[src/shared/sacs_pkg.sv]
/*
  Constants and types shared by the conversion sequencer files.
  Assumes a 40 MHz system clock and an APB slave with 32-bit data.
*/
package sacs_pkg;
  // ==========================================================
  // Register map (byte addresses)
  localparam logic [11:0] SACS_CTRL_OFS = 12'h000; // Control: coding, power down, start
  localparam logic [11:0] SACS_STAT_OFS = 12'h004; // Status: busy, range flags, done count
  localparam logic [11:0] SACS_DATA_OFS = 12'h008; // Result code
  localparam logic [11:0] SACS_RES_OFS = 12'h00c; // Raw resolved bits
  // ==========================================================
  // Field positions
  localparam int SACS_CTRL_CODING_BIT = 0; // Coding select, 1 = twos complement
  localparam int SACS_CTRL_PDOWN_BIT = 1; // Power-down request
  localparam int SACS_CTRL_SWSTART_BIT = 2; // Software start level, active high
  localparam int SACS_STAT_BUSY_BIT = 0;
  localparam int SACS_STAT_OVR_BIT = 1;
  localparam int SACS_STAT_UNDR_BIT = 2;
  localparam logic [2:0] SACS_CTRL_RESET = 3'h0;
  // ==========================================================
  // Code constants
  localparam int SACS_NBITS = 16; // Resolution
  localparam logic [15:0] SACS_CODE_MAX = 16'hffff; // Full scale, straight binary
  localparam logic [15:0] SACS_CODE_MIN = 16'h0000; // Zero scale, straight binary
  localparam logic [15:0] SACS_MSB_FLIP = 16'h8000; // Inverts MSB for twos complement
  // ==========================================================
  // Timing: acquisition time in ns and derived cycles (rounded up)
  localparam int SACS_CLK_NS = 25;
  localparam int SACS_ACQ_NS = 1000;
  localparam int SACS_ACQ_CYC = (SACS_ACQ_NS + SACS_CLK_NS - 1) / SACS_CLK_NS;
  // ==========================================================
  // Sequencer phases
  typedef enum logic [1:0] {SACS_ACQ, SACS_WAIT, SACS_CONV, SACS_FORM} sacs_phase_t;
endpackage : sacs_pkg

[src/hw/sacs_sar_core.sv]
/*
  Successive approximation core: a binary search over the weighted
  elements, most significant first, driven by the comparator.
  Assumes the comparator settles within one clock after a switch change.
*/
`timescale 1ns/1ps
module sacs_sar_core #(
  parameter int NBITS = sacs_pkg::SACS_NBITS
) (
  // Clock and reset
  input wire logic clk_sys,
  input wire logic rst_n,
  // Control
  input wire logic startPulse,
  input wire logic compHigh,
  // Results
  output logic [NBITS-1:0] elemRef,
  output logic [NBITS-1:0] resultBits,
  output logic searchDone
);
  logic [NBITS-1:0] trialMask_r; // One-hot bit under trial
  logic [NBITS-1:0] bits_r; // Bits decided so far plus trial bit
  logic active_r; // Search running
  logic done_r; // One-cycle finish pulse
  logic [NBITS-1:0] elemRef_r; // Element drive, a flop so the comparator sees the current trial

  // ==========================================================
  // Search sequence
  always_ff @(posedge clk_sys or negedge rst_n) begin
    if (!rst_n) begin
      trialMask_r <= '0;
      bits_r <= '0;
      active_r <= 1'b0;
      done_r <= 1'b0;
      elemRef_r <= '0;
    end else begin
      done_r <= 1'b0;
      if (startPulse) begin
        // MSB first: trial half the reference
        trialMask_r <= {1'b1, {(NBITS-1){1'b0}}}; // [RULE_04]
        bits_r <= {1'b1, {(NBITS-1){1'b0}}};
        elemRef_r <= {1'b1, {(NBITS-1){1'b0}}};
        active_r <= 1'b1;
      end else if (active_r) begin
        // Comparator high means the trial overshot: drop the bit
        if (compHigh) begin
          bits_r <= (bits_r & ~trialMask_r) | (trialMask_r >> 1); // [RULE_04]
          elemRef_r <= (bits_r & ~trialMask_r) | (trialMask_r >> 1);
        end else begin
          bits_r <= bits_r | (trialMask_r >> 1);
          elemRef_r <= bits_r | (trialMask_r >> 1);
        end
        trialMask_r <= trialMask_r >> 1;
        if (trialMask_r[0]) begin
          // Last bit decided: release the elements to reference ground
          active_r <= 1'b0;
          done_r <= 1'b1;
          elemRef_r <= '0;
        end
      end
    end
  end

  // Elements at 1 tie to reference, at 0 to reference ground
  assign elemRef = elemRef_r;
  assign resultBits = bits_r;
  assign searchDone = done_r;
endmodule : sacs_sar_core

[src/hw/sacs_sequencer.sv]
/*
  Conversion sequencer of a 16-bit successive approximation converter
  with an APB register port.
  Assumes the analog front end supplies a comparator and range flags.
*/
// The implementer's own choices: register access over APB and the address map.
// Overview of operation
// [RULE_01] Acquire: elements on input, common switch closed
// [RULE_02] Start falling edge ends acquisition, begins conversion
// [RULE_03] Conversion start: open switches, tie to ground
// [RULE_04] Sixteen-step MSB-first binary search on elements
// [RULE_05] Form code, then drop busy
// [RULE_06] Result ready when its own conversion ends
// [RULE_07] Straight binary or MSB-inverted twos complement
// [RULE_08] Overrange gives full-scale code
// [RULE_09] Underrange gives minimum code
// [RULE_10] Start already low after acquisition converts immediately
// [RULE_11] Conversion runs to completion, never aborted
// [RULE_12] Power down blocks new conversions only
// [RULE_13] Busy high from start to code ready
// [RULE_14] Coding applied to whole word once
`timescale 1ns/1ps
module sacs_sequencer #(
  parameter int NBITS = sacs_pkg::SACS_NBITS,
  parameter int ACQ_CYC = sacs_pkg::SACS_ACQ_CYC
) (
  // Clock and reset
  input wire logic clk_sys,
  input wire logic rst_n,
  // APB slave
  input wire logic psel,
  input wire logic penable,
  input wire logic pwrite,
  input wire logic [11:0] paddr,
  input wire logic [31:0] pwdata,
  output logic [31:0] prdata,
  output logic pready,
  output logic pslverr,
  // Host pins
  input wire logic convert_start_n,
  input wire logic coding_select,
  input wire logic power_down_request,
  // Analog front end
  input wire logic compHigh,
  input wire logic overRange,
  input wire logic underRange,
  output logic [NBITS-1:0] elemToInput,
  output logic [NBITS-1:0] elemToRef,
  output logic array_common_switch,
  output logic dummy_common_switch,
  output logic dummyToRefGnd,
  // Result
  output logic busy,
  output logic [NBITS-1:0] resultCode
);
  // ==========================================================
  // Pin synchronisers: three stages, change when stages 2 and 3 agree
  logic [2:0] startSync_r;
  logic [2:0] codSync_r;
  logic [2:0] pdSync_r;
  logic startLvl_r; // Filtered start level, active low
  logic codLvl_r;
  logic pdLvl_r;

  // Sync pipelines
  always_ff @(posedge clk_sys or negedge rst_n) begin
    if (!rst_n) begin
      startSync_r <= 3'h7;
      codSync_r <= 3'h0;
      pdSync_r <= 3'h0;
    end else begin
      startSync_r <= {startSync_r[1:0], convert_start_n};
      codSync_r <= {codSync_r[1:0], coding_select};
      pdSync_r <= {pdSync_r[1:0], power_down_request};
    end
  end

  // Filtered levels follow only when stages 2 and 3 agree
  always_ff @(posedge clk_sys or negedge rst_n) begin
    if (!rst_n) begin
      startLvl_r <= 1'b1;
      codLvl_r <= 1'b0;
      pdLvl_r <= 1'b0;
    end else begin
      if (startSync_r[1] == startSync_r[2]) startLvl_r <= startSync_r[2];
      if (codSync_r[1] == codSync_r[2]) codLvl_r <= codSync_r[2];
      if (pdSync_r[1] == pdSync_r[2]) pdLvl_r <= pdSync_r[2];
    end
  end

  // ==========================================================
  // Control register
  logic [2:0] ctrl_r; // Coding, power down, software start
  logic [15:0] convCount_r; // Completed conversions
  wire swStartN = ~ctrl_r[sacs_pkg::SACS_CTRL_SWSTART_BIT];
  wire startN = startLvl_r & swStartN; // Pin or software may request
  wire codingTwos = codLvl_r | ctrl_r[sacs_pkg::SACS_CTRL_CODING_BIT];
  wire pdown = pdLvl_r | ctrl_r[sacs_pkg::SACS_CTRL_PDOWN_BIT];
  logic startPrev_r;
  wire startFall = startPrev_r & ~startN;

  // Previous start level for edge detection
  always_ff @(posedge clk_sys or negedge rst_n) begin
    if (!rst_n) startPrev_r <= 1'b1;
    else startPrev_r <= startN;
  end

  // ==========================================================
  // Phase machine
  sacs_pkg::sacs_phase_t phase_r;
  logic [$clog2(ACQ_CYC+1)-1:0] acqCnt_r;
  logic convGo;
  logic [NBITS-1:0] coreBits;
  logic coreDone;

  // Start conversion: edge after acquisition, or level already low
  always_comb begin
    convGo = 1'b0;
    case (phase_r)
      sacs_pkg::SACS_ACQ: convGo = (acqCnt_r == '0) && !startN && !pdown; // [RULE_10] [RULE_12]
      sacs_pkg::SACS_WAIT: convGo = startFall && !pdown; // [RULE_02] [RULE_12]
      default: convGo = 1'b0;
    endcase
  end

  // Phase transitions; a running conversion ignores every request
  always_ff @(posedge clk_sys or negedge rst_n) begin
    if (!rst_n) begin
      phase_r <= sacs_pkg::SACS_WAIT;
      acqCnt_r <= '0;
    end else begin
      case (phase_r)
        sacs_pkg::SACS_ACQ: begin
          if (acqCnt_r != '0) acqCnt_r <= acqCnt_r - 1'b1;
          else if (convGo) phase_r <= sacs_pkg::SACS_CONV;
          else phase_r <= sacs_pkg::SACS_WAIT;
        end
        sacs_pkg::SACS_WAIT: begin
          if (convGo) phase_r <= sacs_pkg::SACS_CONV; // [RULE_02]
        end
        sacs_pkg::SACS_CONV: begin
          if (coreDone) phase_r <= sacs_pkg::SACS_FORM; // [RULE_11]
        end
        default: begin
          phase_r <= sacs_pkg::SACS_ACQ;
          acqCnt_r <= ($clog2(ACQ_CYC+1))'(ACQ_CYC - 1);
        end
      endcase
    end
  end

  sacs_sar_core #(.NBITS(NBITS)) uCore (
    .clk_sys(clk_sys),
    .rst_n(rst_n),
    .startPulse(convGo),
    .compHigh(compHigh),
    .elemRef(elemToRef), // [RULE_04]
    .resultBits(coreBits),
    .searchDone(coreDone)
  );

  // ==========================================================
  // Switch drive
  // Back to tracking on the edge busy drops, so acquisition starts with the result
  wire tracking = (phase_r != sacs_pkg::SACS_CONV) || coreDone;
  always_ff @(posedge clk_sys or negedge rst_n) begin
    if (!rst_n) begin
      // Reset leaves the array tracking, as in any idle phase
      elemToInput <= '1;
      array_common_switch <= 1'b1;
      dummy_common_switch <= 1'b1;
      dummyToRefGnd <= 1'b0;
    end else begin
      // Tracking only when not about to hold
      array_common_switch <= tracking && !convGo; // [RULE_01] [RULE_03]
      dummy_common_switch <= tracking && !convGo; // [RULE_03]
      elemToInput <= (tracking && !convGo) ? '1 : '0; // [RULE_01]
      dummyToRefGnd <= !(tracking && !convGo); // [RULE_03]
    end
  end

  // ==========================================================
  // Code formation and busy
  logic overLatch_r;
  logic underLatch_r;
  logic [NBITS-1:0] rawBits_r;

  // Clamp on range flags, then apply coding to the whole word
  always_ff @(posedge clk_sys or negedge rst_n) begin
    if (!rst_n) begin
      resultCode <= '0;
      busy <= 1'b0;
      overLatch_r <= 1'b0;
      underLatch_r <= 1'b0;
      rawBits_r <= '0;
      convCount_r <= '0;
    end else begin
      if (convGo) begin
        busy <= 1'b1; // [RULE_13]
        overLatch_r <= overRange;
        underLatch_r <= underRange;
      end else if (phase_r == sacs_pkg::SACS_CONV && coreDone) begin
        rawBits_r <= coreBits;
        if (overLatch_r) resultCode <= sacs_pkg::SACS_CODE_MAX ^ (codingTwos ? sacs_pkg::SACS_MSB_FLIP : '0); // [RULE_08]
        else if (underLatch_r) resultCode <= sacs_pkg::SACS_CODE_MIN ^ (codingTwos ? sacs_pkg::SACS_MSB_FLIP : '0); // [RULE_09]
        else resultCode <= coreBits ^ (codingTwos ? sacs_pkg::SACS_MSB_FLIP : '0); // [RULE_07] [RULE_14] [RULE_06]
        busy <= 1'b0; // [RULE_05] [RULE_13]
        convCount_r <= convCount_r + 1'b1;
      end
    end
  end

  // ==========================================================
  // APB slave: zero wait state, unmapped reads zero with error
  wire apbAcc = psel && penable;
  wire hitCtrl = (paddr == sacs_pkg::SACS_CTRL_OFS);
  wire hitStat = (paddr == sacs_pkg::SACS_STAT_OFS);
  wire hitData = (paddr == sacs_pkg::SACS_DATA_OFS);
  wire hitRes = (paddr == sacs_pkg::SACS_RES_OFS);

  // Register write and read answer
  always_ff @(posedge clk_sys or negedge rst_n) begin
    if (!rst_n) begin
      ctrl_r <= sacs_pkg::SACS_CTRL_RESET;
      prdata <= '0;
      pready <= 1'b0;
      pslverr <= 1'b0;
    end else begin
      pready <= psel && !penable;
      pslverr <= 1'b0;
      if (psel && !penable) begin
        prdata <= '0;
        if (hitCtrl) prdata <= {29'h0, ctrl_r};
        else if (hitStat) prdata <= {convCount_r, 13'h0, underLatch_r, overLatch_r, busy};
        else if (hitData) prdata <= {16'h0, resultCode};
        else if (hitRes) prdata <= {16'h0, rawBits_r};
        else pslverr <= 1'b1;
      end
      if (apbAcc && pready && pwrite && hitCtrl) ctrl_r <= pwdata[2:0];
    end
  end
endmodule : sacs_sequencer

[config.mk]
export PLATFORM = sky130hd
export DESIGN_NAME = sacs_sequencer
export DESIGN_NICKNAME = d
export VERILOG_FILES = /design/src/shared/sacs_pkg.sv /design/src/hw/sacs_sar_core.sv /design/src/hw/sacs_sequencer.sv
export SDC_FILE = /design/constraint.sdc
export NUM_CORES = 1
export LEC_CHECK = 0
export BUFFER_PORTS_ARGS = -buffer_cell sky130_fd_sc_hd__buf_4
export CAP_MARGIN = 20
export CORE_MARGIN = 1.5
export CORE_UTILIZATION = 35
export DETAILED_ROUTE_END_ITERATION = 7
export SYNTH_ARGS = -nofsm -noshare
export SYNTH_HDL_FRONTEND = slang
export SYNTH_SLANG_ARGS = --single-unit
[constraint.sdc]
create_clock -name clk_sys -period 3.8 [get_ports clk_sys]
set_clock_uncertainty 0.2 [all_clocks]
set_input_delay 0 -clock clk_sys [delete_from_list [all_inputs] [get_ports clk_sys]]
set_output_delay 0 -clock clk_sys [all_outputs]
set_load 0.05 [all_outputs]
# Yosys cells after proc, flatten, opt, wreduce, memory -nomap -nowiden
# Cells that the tools add are included.
# W data, S select, Z words.
[word_totals]
elab_cells = 119
memories = 0
output_inout_bits = 86
romBits = 0
latchBits = 0
ram_bits = 0
ff_bits = 177
[op_classes]
multipliers = 0
n_shift = 0
n_eq_ne = 13
n_lt_le_gt_ge = 0
n_reduce_logical = 26
n_div = 0
bitwise = 14
add_sub_neg = 2
mux = 37
[ops]
columns = ["cell", "count"]
rows = [
  ["$mux W16", 14],
  ["$mux W32", 2],
  ["$not A16 Y16", 2],
  ["$or A16 B15 Y16", 2],
  ["$eq A12 B4 Y1 const B", 2],
  ["$add A16 B1 Y16 const B", 1],
  ["$and A16 B16 Y16", 1],
  ["$xor A16 B16 Y16", 1],
  ["$mux W1", 13],
  ["$eq A12 B3 Y1 const B", 1],
  ["$logic_not A12 Y1", 1],
  ["$pmux W6 S2", 1],
  ["$logic_and A1 B1 Y1", 10],
  ["$mux W2", 4],
  ["$ne A2 B2 Y1 const B", 4],
  ["$logic_not A6 Y1", 1],
  ["$mux W6", 1],
  ["$pmux W2 S3", 1],
  ["$reduce_bool A6 Y1", 1],
  ["$sub A6 B1 Y6 const B", 1],
  ["$logic_not A1 Y1", 5],
  ["$not A1 Y1", 4],
  ["$reduce_and A2 Y1", 2],
  ["$reduce_bool A2 Y1", 2],
  ["11 further kinds", 15],
]

# Longest topological paths before layout
# Gate-level depths: netlist (run 1).
[depth]
depth_word = 9
mapped_depth = 9
mapped_depth_nobuf = 7

# By module
# A second synthesis (run 1) with hierarchy kept.
[unflattened]
cells_unflattened = 626
hier_area_um2 = 7174.4
[modules_own_cells]
columns = ["mod", "area_each_um2", "cells_per_inst", "seq_area_each_um2", "n_inst"]
rows = [
  ["sacs_sequencer", 5067.4, 408, 2786.4, 1],
  ["sacs_sar_core", 2107.0, 218, 1251.2, 1],
]

# Worst setup path before layout (run 1)
# No wires, ideal clock.
[synth_timing]
path_type = "reg-to-reg"
start = "register acqCnt_r[0]"
end = "register overLatch_r"
arrival_time_ns = 1.944
stages_incl_launch_ff = 8
required_ns = 3.475
path_buffers = 1
setup_ns = 0.125
path_slack_ns = 1.531
path_cell_list = "dfrtp_1 > inv_1 > ha_1 > or4b_4 > o21bai_1 > and2_1 > buf_2 > mux2_2"
[synth_via]
elab_chain_cells = 4
[synth_rtl]
columns = ["item", "line", "source"]
rows = [
  ["from (decl)", "sacs_sequencer.sv:111", "logic [$clog2(ACQ_CYC+1)-1:0] acqCnt_r;"],
  ["from (signal assigned)", "sacs_sequencer.sv:134", "if (acqCnt_r != '0) acqCnt_r <= acqCnt_r - 1'b1;"],
  ["from (signal assigned)", "sacs_sequencer.sv:146", "acqCnt_r <= ($clog2(ACQ_CYC+1))'(ACQ_CYC - 1);"],
  ["$logic_not A6 Y1", "sacs_sequencer.sv:120", "sacs_pkg::SACS_ACQ: convGo = (acqCnt_r == '0) && !startN && !pdown;"],
  ["$logic_and A1 B1 Y1 (2 in series)", "sacs_sequencer.sv:120", ""],
  ["$pmux W1 S2", "sacs_sequencer.sv:119", "case (phase_r)"],
  ["to (signal assigned)", "sacs_sequencer.sv:200", "overLatch_r <= overRange;"],
  ["to (decl)", "sacs_sequencer.sv:184", "logic overLatch_r;"],
]
# Every way passes these cells.
# A chain may end at the register's enable or synchronous reset.

# Worst setup path after layout (run 1)
[layout_timing]
start = "register acqCnt_r[0]"
end = "register resultCode[8]"
[layout_via]
elab_chain_cells = 6
[layout_rtl]
columns = ["item", "line", "source"]
rows = [
  ["$logic_not A6 Y1", "sacs_sequencer.sv:120", ""],
  ["$logic_and A1 B1 Y1 (2 in series)", "sacs_sequencer.sv:120", ""],
  ["$pmux W1 S2", "sacs_sequencer.sv:119", ""],
  ["$not A1 Y1 (no source line)", "-", ""],
  ["$reduce_and A2 Y1 (no source line)", "-", ""],
  ["to (signal assigned)", "sacs_sequencer.sv:204", "if (overLatch_r) resultCode <= sacs_pkg::SACS_CODE_MAX ^ (codingTwos ? sacs_pkg::SACS_MSB_FLIP : '0);"],
  ["to (signal assigned)", "sacs_sequencer.sv:205", "else if (underLatch_r) resultCode <= sacs_pkg::SACS_CODE_MIN ^ (codingTwos ? sacs_pkg::SACS_MSB_FLIP : '0);"],
  ["to (signal assigned)", "sacs_sequencer.sv:206", "else resultCode <= coreBits ^ (codingTwos ? sacs_pkg::SACS_MSB_FLIP : '0);"],
  ["to (decl)", "sacs_sequencer.sv:54", "output logic [NBITS-1:0] resultCode"],
]
# Every way passes these cells.

==> metrics.txt, run 1 <==
outcome=complete, but fails checks; failing checks=hold timing; most frequent cell after synthesis=dfrtp_1; TritonRoute pass-1 iters=4; drt drc=0; gr ovfl total=0; Port Buffers=111; setup TNS=0 ps; Period Utilization, post-route=0.7331; relative slew slack=0.3944; final setup fails=0; Clk Latency, worst-skew pair=420 ps; Die ar.=20510 µm²; placed inst area=7823 µm²; CTS H-Tree Depth=4; P_int=2906 µW; gp weighted congestion=0.7127; post-synthesis mux area share=0.05781; post-synthesis compound-gate area fraction=0.1191; CTS Buf Count=17; Clk pwr share=0.461; DP HPWL=10100 µm; Mapped Cells=657; core area=19400 µm²; largest family of logic cells by synthesized area=simple AND/OR/NAND/NOR gates; area leader, netlist=dfrtp_1; Post-synth EDFFs=0; top cells by area, synth=dfrtp_1, nand2_1, mux2i_1; # IOs=141; Root Buffer=clkbuf_16; crit-path max FO=22; unrepaired setup endpoints after global routing=false; Setup WS pre-CTS=1009 ps; clock-pin slew on the worst setup and hold paths=60 ps; DRT Wirelength=15600 µm; setup ws final=1014 ps; final instance area=8646 µm²; num rows=51; Syn Area/Cell=10.48 µm²; synthesized cell area=6883 µm²; Max Clk Rate=359.0 MHz; via count=4955; power density over the cells=434.0 nW/µm²; Switch Pwr=846.3 µW; Syn-to-layout area delta=25.61%; Post-Synth XOR/XNOR Area=0.02036; CP Capture Type=flop; synth warn=0; Yosys reg bits=161; post-synth top area share=0.5599; clock sinks=161; max-slew violations=0; Die Y=143.2 µm; maxcap violations=0; initial antenna violation count=0; post-synth cell types=50; Synth Area in Simple Gates=0.1516; CP Launch Type=flop; Top FF cell, synth=dfrtp_1; Pleak=0.004073 µW; layout cells sized above 1=0.2215; number of DRC markers in iteration 0=252; vias in the first global route=4799; Reg power frac=0.478; CTS tree=done; Inst Count DP=984; Via density=4.778; final std cells w/o fill=1037; largest net degree at the start of global routing=73; total track usage=0.1606; Synth Area in Adders=0.01527; sequential-to-total area share from yosys stat=0.5866; Die Wd=143.2 µm; ANT nets after route=0; sw frac=0.2256; Max Root-Sink Buffers=2; VDD IR-drop max=0.0002916 V; first-pass GRT wire length=25620 µm; Crit path required time=3890 ps; WS Path Type=flop to flop; Worst Tran Pin Value=905.0 ps; Syn Nets=718; n_diodes=0; Filler cells=1898; WP data arrival=2870 ps; async set or reset register ratio after synthesis=1.000; WL/cell=15.04 µm; Post-synth top cells=dfrtp_1, nand2_1, a21oi_1; worst hold slack=-24.62 ps; part of the power in combinational logic=0.062; Hold Vio Cnt, Final=38; Hold Crit Class=input pin to async pin; Initial Util=0.3548; min cycle time layout=2786 ps; final-stage net count=822
## routing by layer
layer,global-route usage,routed length (µm)
met2,0.2461,6970
met5,0,0
met3,0.04359,819
met1,0.2272,7710
met4,0.03545,97
## metrics by stage
| stage | util | power, µW |
|---|---|---|
| 4_1_cts | 0.4457 | 3800 |
| 5_1_grt | 0.4457 | 3901 |
| 3_3_place_gp | 0.4033 | 2043 |
| 6_report | 0.4457 | 3752 |
| 2_1_floorplan | - | 1932 |
| 3_5_place_dp | 0.4033 | 2045 |
## path summary, 6_finish.rpt
path                                     to  slack [ps]  depth (start not counted)            from
setup / recovery              resultCode[8]        1010                          7     acqCnt_r[0]
hold / removal             uCore.elemRef[0]         -20                          2           rst_n
setup reg to reg              resultCode[8]        1010                          7     acqCnt_r[0]
hold reg to reg              startSync_r[1]         170                          0  startSync_r[0]
max in group asynchronous   elemToInput[14]        2480                          3           rst_n
min in group clk_sys                 pready          30                          4         penable
## cells in the final DEF (no fill, tap or decap), types with 3 or more instances in the layout
| cell type | instances |
|---|---|
| nor2b_1 | 4 |
| dlygate4sd3_1 | 23 |
| a21oi_1 | 50 |
| xor2_1 | 3 |
| a22o_1 | 16 |
| nor3_1 | 7 |
| maj3_1 | 3 |
| nand2_1 | 128 |
| dfrtp_1 | 154 |
| dfstp_2 | 7 |
| nand2b_1 | 16 |
| nor2_1 | 42 |
| clkbuf_16 | 17 |
| mux2i_1 | 27 |
| a211oi_1 | 15 |
| nand4_1 | 13 |
| ha_1 | 6 |
| mux2_2 | 4 |
| bufinv_16 | 3 |
| inv_1 | 9 |
| mux4_2 | 3 |
| o21ai_0 | 38 |
| xnor2_1 | 13 |
| nand3_1 | 7 |
| buf_4 | 119 |
## area by class of cell
cell class	count	area, µm²	area share
clock inverter	9	132.6	0.01534
sequential	161	4038	0.4670
multi-input combinational	428	2511	0.2904
inverter	10	37.54	0.004342
clock buffer	21	460.4	0.05326
tap	265	331.6	0.03835
timing repair buffer	143	1135	0.1313
## cell families (layout without fill, tap and decap cells)
group	Yosys count	in the layout
simple gates	233	233
mux	35	35
buf+inv	68	183
xor+xnor	16	16
compound gates	135	135
flops	161	161
fa+ha+maj	9	9
## state kept, by name, indices dropped and copies added, names as in the netlist, 2 cells and up
name / flops
pdSync_r: 3
uCore.resultBits: 16
convCount_r: 16
uCore.trialMask_r: 16
startSync_r: 3
prdata: 32
uCore.elemRef: 16
resultCode: 16
rawBits_r: 16
ctrl_r: 3
codSync_r: 3
acqCnt_r: 6
phase_r: 2
## critical path, stage by stage, from the launching register on
cell      delay, ps
dfrtp_1         420
inv_1            70
ha_1            190
or4b_4          500
o21bai_1        290
a21bo_1         520
buf_4           340
o21ai_0         130
## repair_timing
item	4_1_cts	5_1_grt
setup buffers	0	0
hold buffers	23	0
endpoints found under the hold margin	107	0
gates resized for setup	0	0
## power groups by stage
stage | Clock (µW) | Combinational (µW) | Sequential [µW]
finish | 1730 | 231 | 1790
global route | 1850 | 256 | 1800
CTS | 1770 | 237 | 1790
detailed placement | 0 | 222 | 1820
global placement | 0 | 220 | 1820
floorplan | 0 | 74.4 | 1860
(Power assumes the default switching activity.)
==> run 2, diff against run 1 <==
--- a/config.mk
+++ b/config.mk
@@ -5,6 +5,7 @@
 export SDC_FILE = /design/constraint.sdc
 export NUM_CORES = 1
 export LEC_CHECK = 0
+export ABC_AREA = 1
 export BUFFER_PORTS_ARGS = -buffer_cell sky130_fd_sc_hd__buf_4
 export CAP_MARGIN = 20
 export CORE_MARGIN = 1.5
==> constraint.sdc (replaced) <==
create_clock -name clk_sys -period 2.7 [get_ports clk_sys]
set_clock_uncertainty 0.2 [all_clocks]
set_input_delay 0 -clock clk_sys [delete_from_list [all_inputs] [get_ports clk_sys]]
set_output_delay 0 -clock clk_sys [all_outputs]
set_load 0.05 [all_outputs]
==> run 2 against run 1 <==
Against the previous run: the flow still finishes with violations (hold timing); die area grew 6.6%; count of clock-buffer cells in the layout shrank 1; core utilization grew 0.43 points; register-to-register slack lost 620 ps; hold slack gained 21 ps; critical path depth grew 4; highest routed layer unchanged; power grew 40%; via count grew 18%; clock power grew 39%; sequential share of layout area shrank 2.8 points; final cell count grew 21%; area after synthesis grew 6.7%.
==> metrics.txt, run 2 <==
num rows=52 (was 51); Filler cells=2040 (was 1898); WL/cell=14.14 µm (was 15.04 µm); Initial Util=0.3595 (was 0.3548); min cycle time layout=2482 ps; unrepaired setup endpoints after global routing=false (unchanged); Post-synth EDFFs=0 (unchanged); sequential-to-total area share from yosys stat=0.5497 (was 0.5866); power density over the cells=572.1 nW/µm² (was 434.0 nW/µm²); max-slew violations=0 (unchanged); TritonRoute pass-1 iters=4 (unchanged); Hold Vio Cnt, Final=1 (was 38); Most flops, register=prdata (unchanged); WS Path Type=input pin to flop (was flop to flop); worst hold slack=-3.566 ps (was -24.62 ps); Hold Crit Class=input pin to flop (was input pin to async pin); Yosys reg bits=161 (unchanged); CTS H-Tree Depth=4 (unchanged); Syn-to-layout area delta=25.18% (was 25.61%); top cells by area, synth=dfrtp_1, nand2_1, nand3_1 (was dfrtp_1, nand2_1, mux2i_1); final instance area=9194 µm² (was 8646 µm²); ANT nets after route=0 (unchanged); post-synth cell types=34 (was 50); outcome=complete, but fails checks (unchanged); Die Y=147.9 µm (was 143.2 µm); clock-pin slew on the worst setup and hold paths=60 ps (about the same); Post-synth top cells=nand2_1, dfrtp_1, nand3_1 (was dfrtp_1, nand2_1, a21oi_1); # IOs=141 (unchanged); Max Clk Rate=402.8 MHz; Syn Area/Cell=8.550 µm² (was 10.48 µm²); gr ovfl total=0 (unchanged); metal3 WL=632 µm (was 819 µm); clock sinks=161 (unchanged); maxcap violations=0 (unchanged); CP Launch Type=input pin (was flop); core area=20430 µm² (was 19400 µm²); setup TNS=0 ps (unchanged); most frequent cells in the layout=nand2_1, dfrtp_1, buf_4 (was dfrtp_1, nand2_1, buf_4); total track usage=0.1685 (was 0.1606); crit-path max FO=5 (was 22); total power=5260 µW (was 3752 µW); Top FF cell, synth=dfrtp_1 (unchanged); Largest register FFs=32 (unchanged); DP HPWL=11840 µm (was 10100 µm); n_diodes=0 (unchanged); met2 wire length=8798 µm (was 6970 µm); WP data arrival=2640 ps (was 2870 ps); Clk Latency, worst-skew pair=430 ps (was 420 ps); Die Wd=147.9 µm (was 143.2 µm); CTS Buf Count=17 (unchanged); area leader, netlist=dfrtp_1 (unchanged); Mapped Cells=859 (was 657); highest metal used=met4 (unchanged); Port Buffers=111 (unchanged); async set or reset register ratio after synthesis=1.000 (unchanged); first-pass GRT wire length=29100 µm (was 25620 µm); Crit path required time=2860 ps (was 3890 ps); vias in the first global route=5597 (was 4799); Post-CTS Setup Inserts=0 (unchanged); post-synth top area share=0.5247 (was 0.5599); drt drc=0 (unchanged); final-stage net count=1033 (was 822); largest net degree at the start of global routing=77 (was 73); synthesized cell area=7345 µm² (was 6883 µm²); VDD IR-drop max=0.0004254 V (was 0.0002916 V); CTS tree=done (unchanged); most frequent cell after synthesis=nand2_1 (was dfrtp_1); via count=5870 (was 4955); final setup fails=0 (unchanged); initial antenna violation count=0 (unchanged); Max Root-Sink Buffers=2 (unchanged); Pleak=0.004608 µW (was 0.004073 µW); most common cell after layout, fill and taps aside=nand2_1 (was dfrtp_1); layout cells sized above 1=0.1777 (was 0.2215); Worst Tran Pin Value=689.7 ps (was 905.0 ps); gp weighted congestion=0.8328 (was 0.7127); failing checks=hold timing (unchanged); Root Buffer=clkbuf_16 (unchanged); Die ar.=21860 µm² (was 20510 µm²); relative slew slack=0.5387 (was 0.3944); number of DRC markers in iteration 0=329 (was 252); Period Utilization, post-route=0.9194; CP Capture Type=flop (unchanged); placed inst area=8322 µm² (was 7823 µm²); DRT Wirelength=17750 µm (was 15600 µm); Syn Nets=920 (was 718); post-route met1 wirelength=8190 µm (was 7710 µm); synth warn=0 (unchanged); Via density=4.677 (was 4.778)
==> run 2: worst max-delay path, cell delays in order <==
cell and delay, ps:
dlygate4sd3_1 560, buf_4 140, inv_1 40, nand2_1 80, nor3_1 140, nand2_1 150, nor2_2 240, nand2_1 90
dlygate4sd3_1 570, o21ai_0 70, dlygate4sd3_1 570
==> run 2: cell type report <==
type	instances	area [µm²]	share of cell area
multi-input combinational	568	2699	0.2935
tap	270	337.8	0.03674
clock buffer	20	456.7	0.04967
timing repair buffer	150	1251	0.1361
clock inverter	12	133.9	0.01456
inverter	74	277.8	0.03021
sequential	161	4038	0.4392
==> run 2: power breakdown <==
part / switching, µW / internal, µW / total, µW
clock network: 999 / 1410 / 2410
logic: 218 / 112 / 330
registers: 45.8 / 2470 / 2520
total: 1260 / 4000 / 5260
==> run 2: logic make-up after synthesis <==
logic type | Yosys count | share of synthesized area
adder cells (fa/ha/maj) | 9 | 0.01431
flip-flops | 161 | 0.5497
AO/OA/AOI/OAI | 127 | 0.09097
buffers and inverters | 130 | 0.08313
AND/OR/NAND/NOR | 415 | 0.2416
XOR/XNOR | 17 | 0.02027
==> run 2: layer usage <==
metal	vias to the layer above	track usage
li1	2979	-
met3	13	0.04012
met1	2784	0.2214
met5	-	0
met2	94	0.2822
met4	0	0.03812
==> run 2: worst paths after layout <==
path                             start         endpoint  slack [ps]  cells after the start
max in group asynchronous        rst_n   startSync_r[1]        1390                      4
hold reg to reg            pdSync_r[0]      pdSync_r[1]         150                      0
hold / removal                paddr[8]          pslverr          -4                      6
min in group asynchronous        rst_n  elemToInput[14]         480                      3
setup / recovery              paddr[0]        ctrl_r[2]         220                     11
setup reg to reg                pready        ctrl_r[2]         390                      6
==> run 2: what timing repair did <==
item / CTS / global route
setup endpoints to repair: 0 / 1
hold endpoints to repair: 198 / 0
hold buffers: 25 / 0
resized for setup: 0 / 1
==> run 2: stage by stage <==
step,hold slack (ps),worst slack (ps),utilization,instances
detailed placement,-172.0,521.2,0.4073,1197
finish,-3.566,217.6,0.4500,1255
floorplan,-495.6,809.3,-,859
global route,19.76,58.89,0.4500,1255
global placement,-168.6,584.9,0.4073,1197
CTS,0.7391,203.1,0.4494,1254
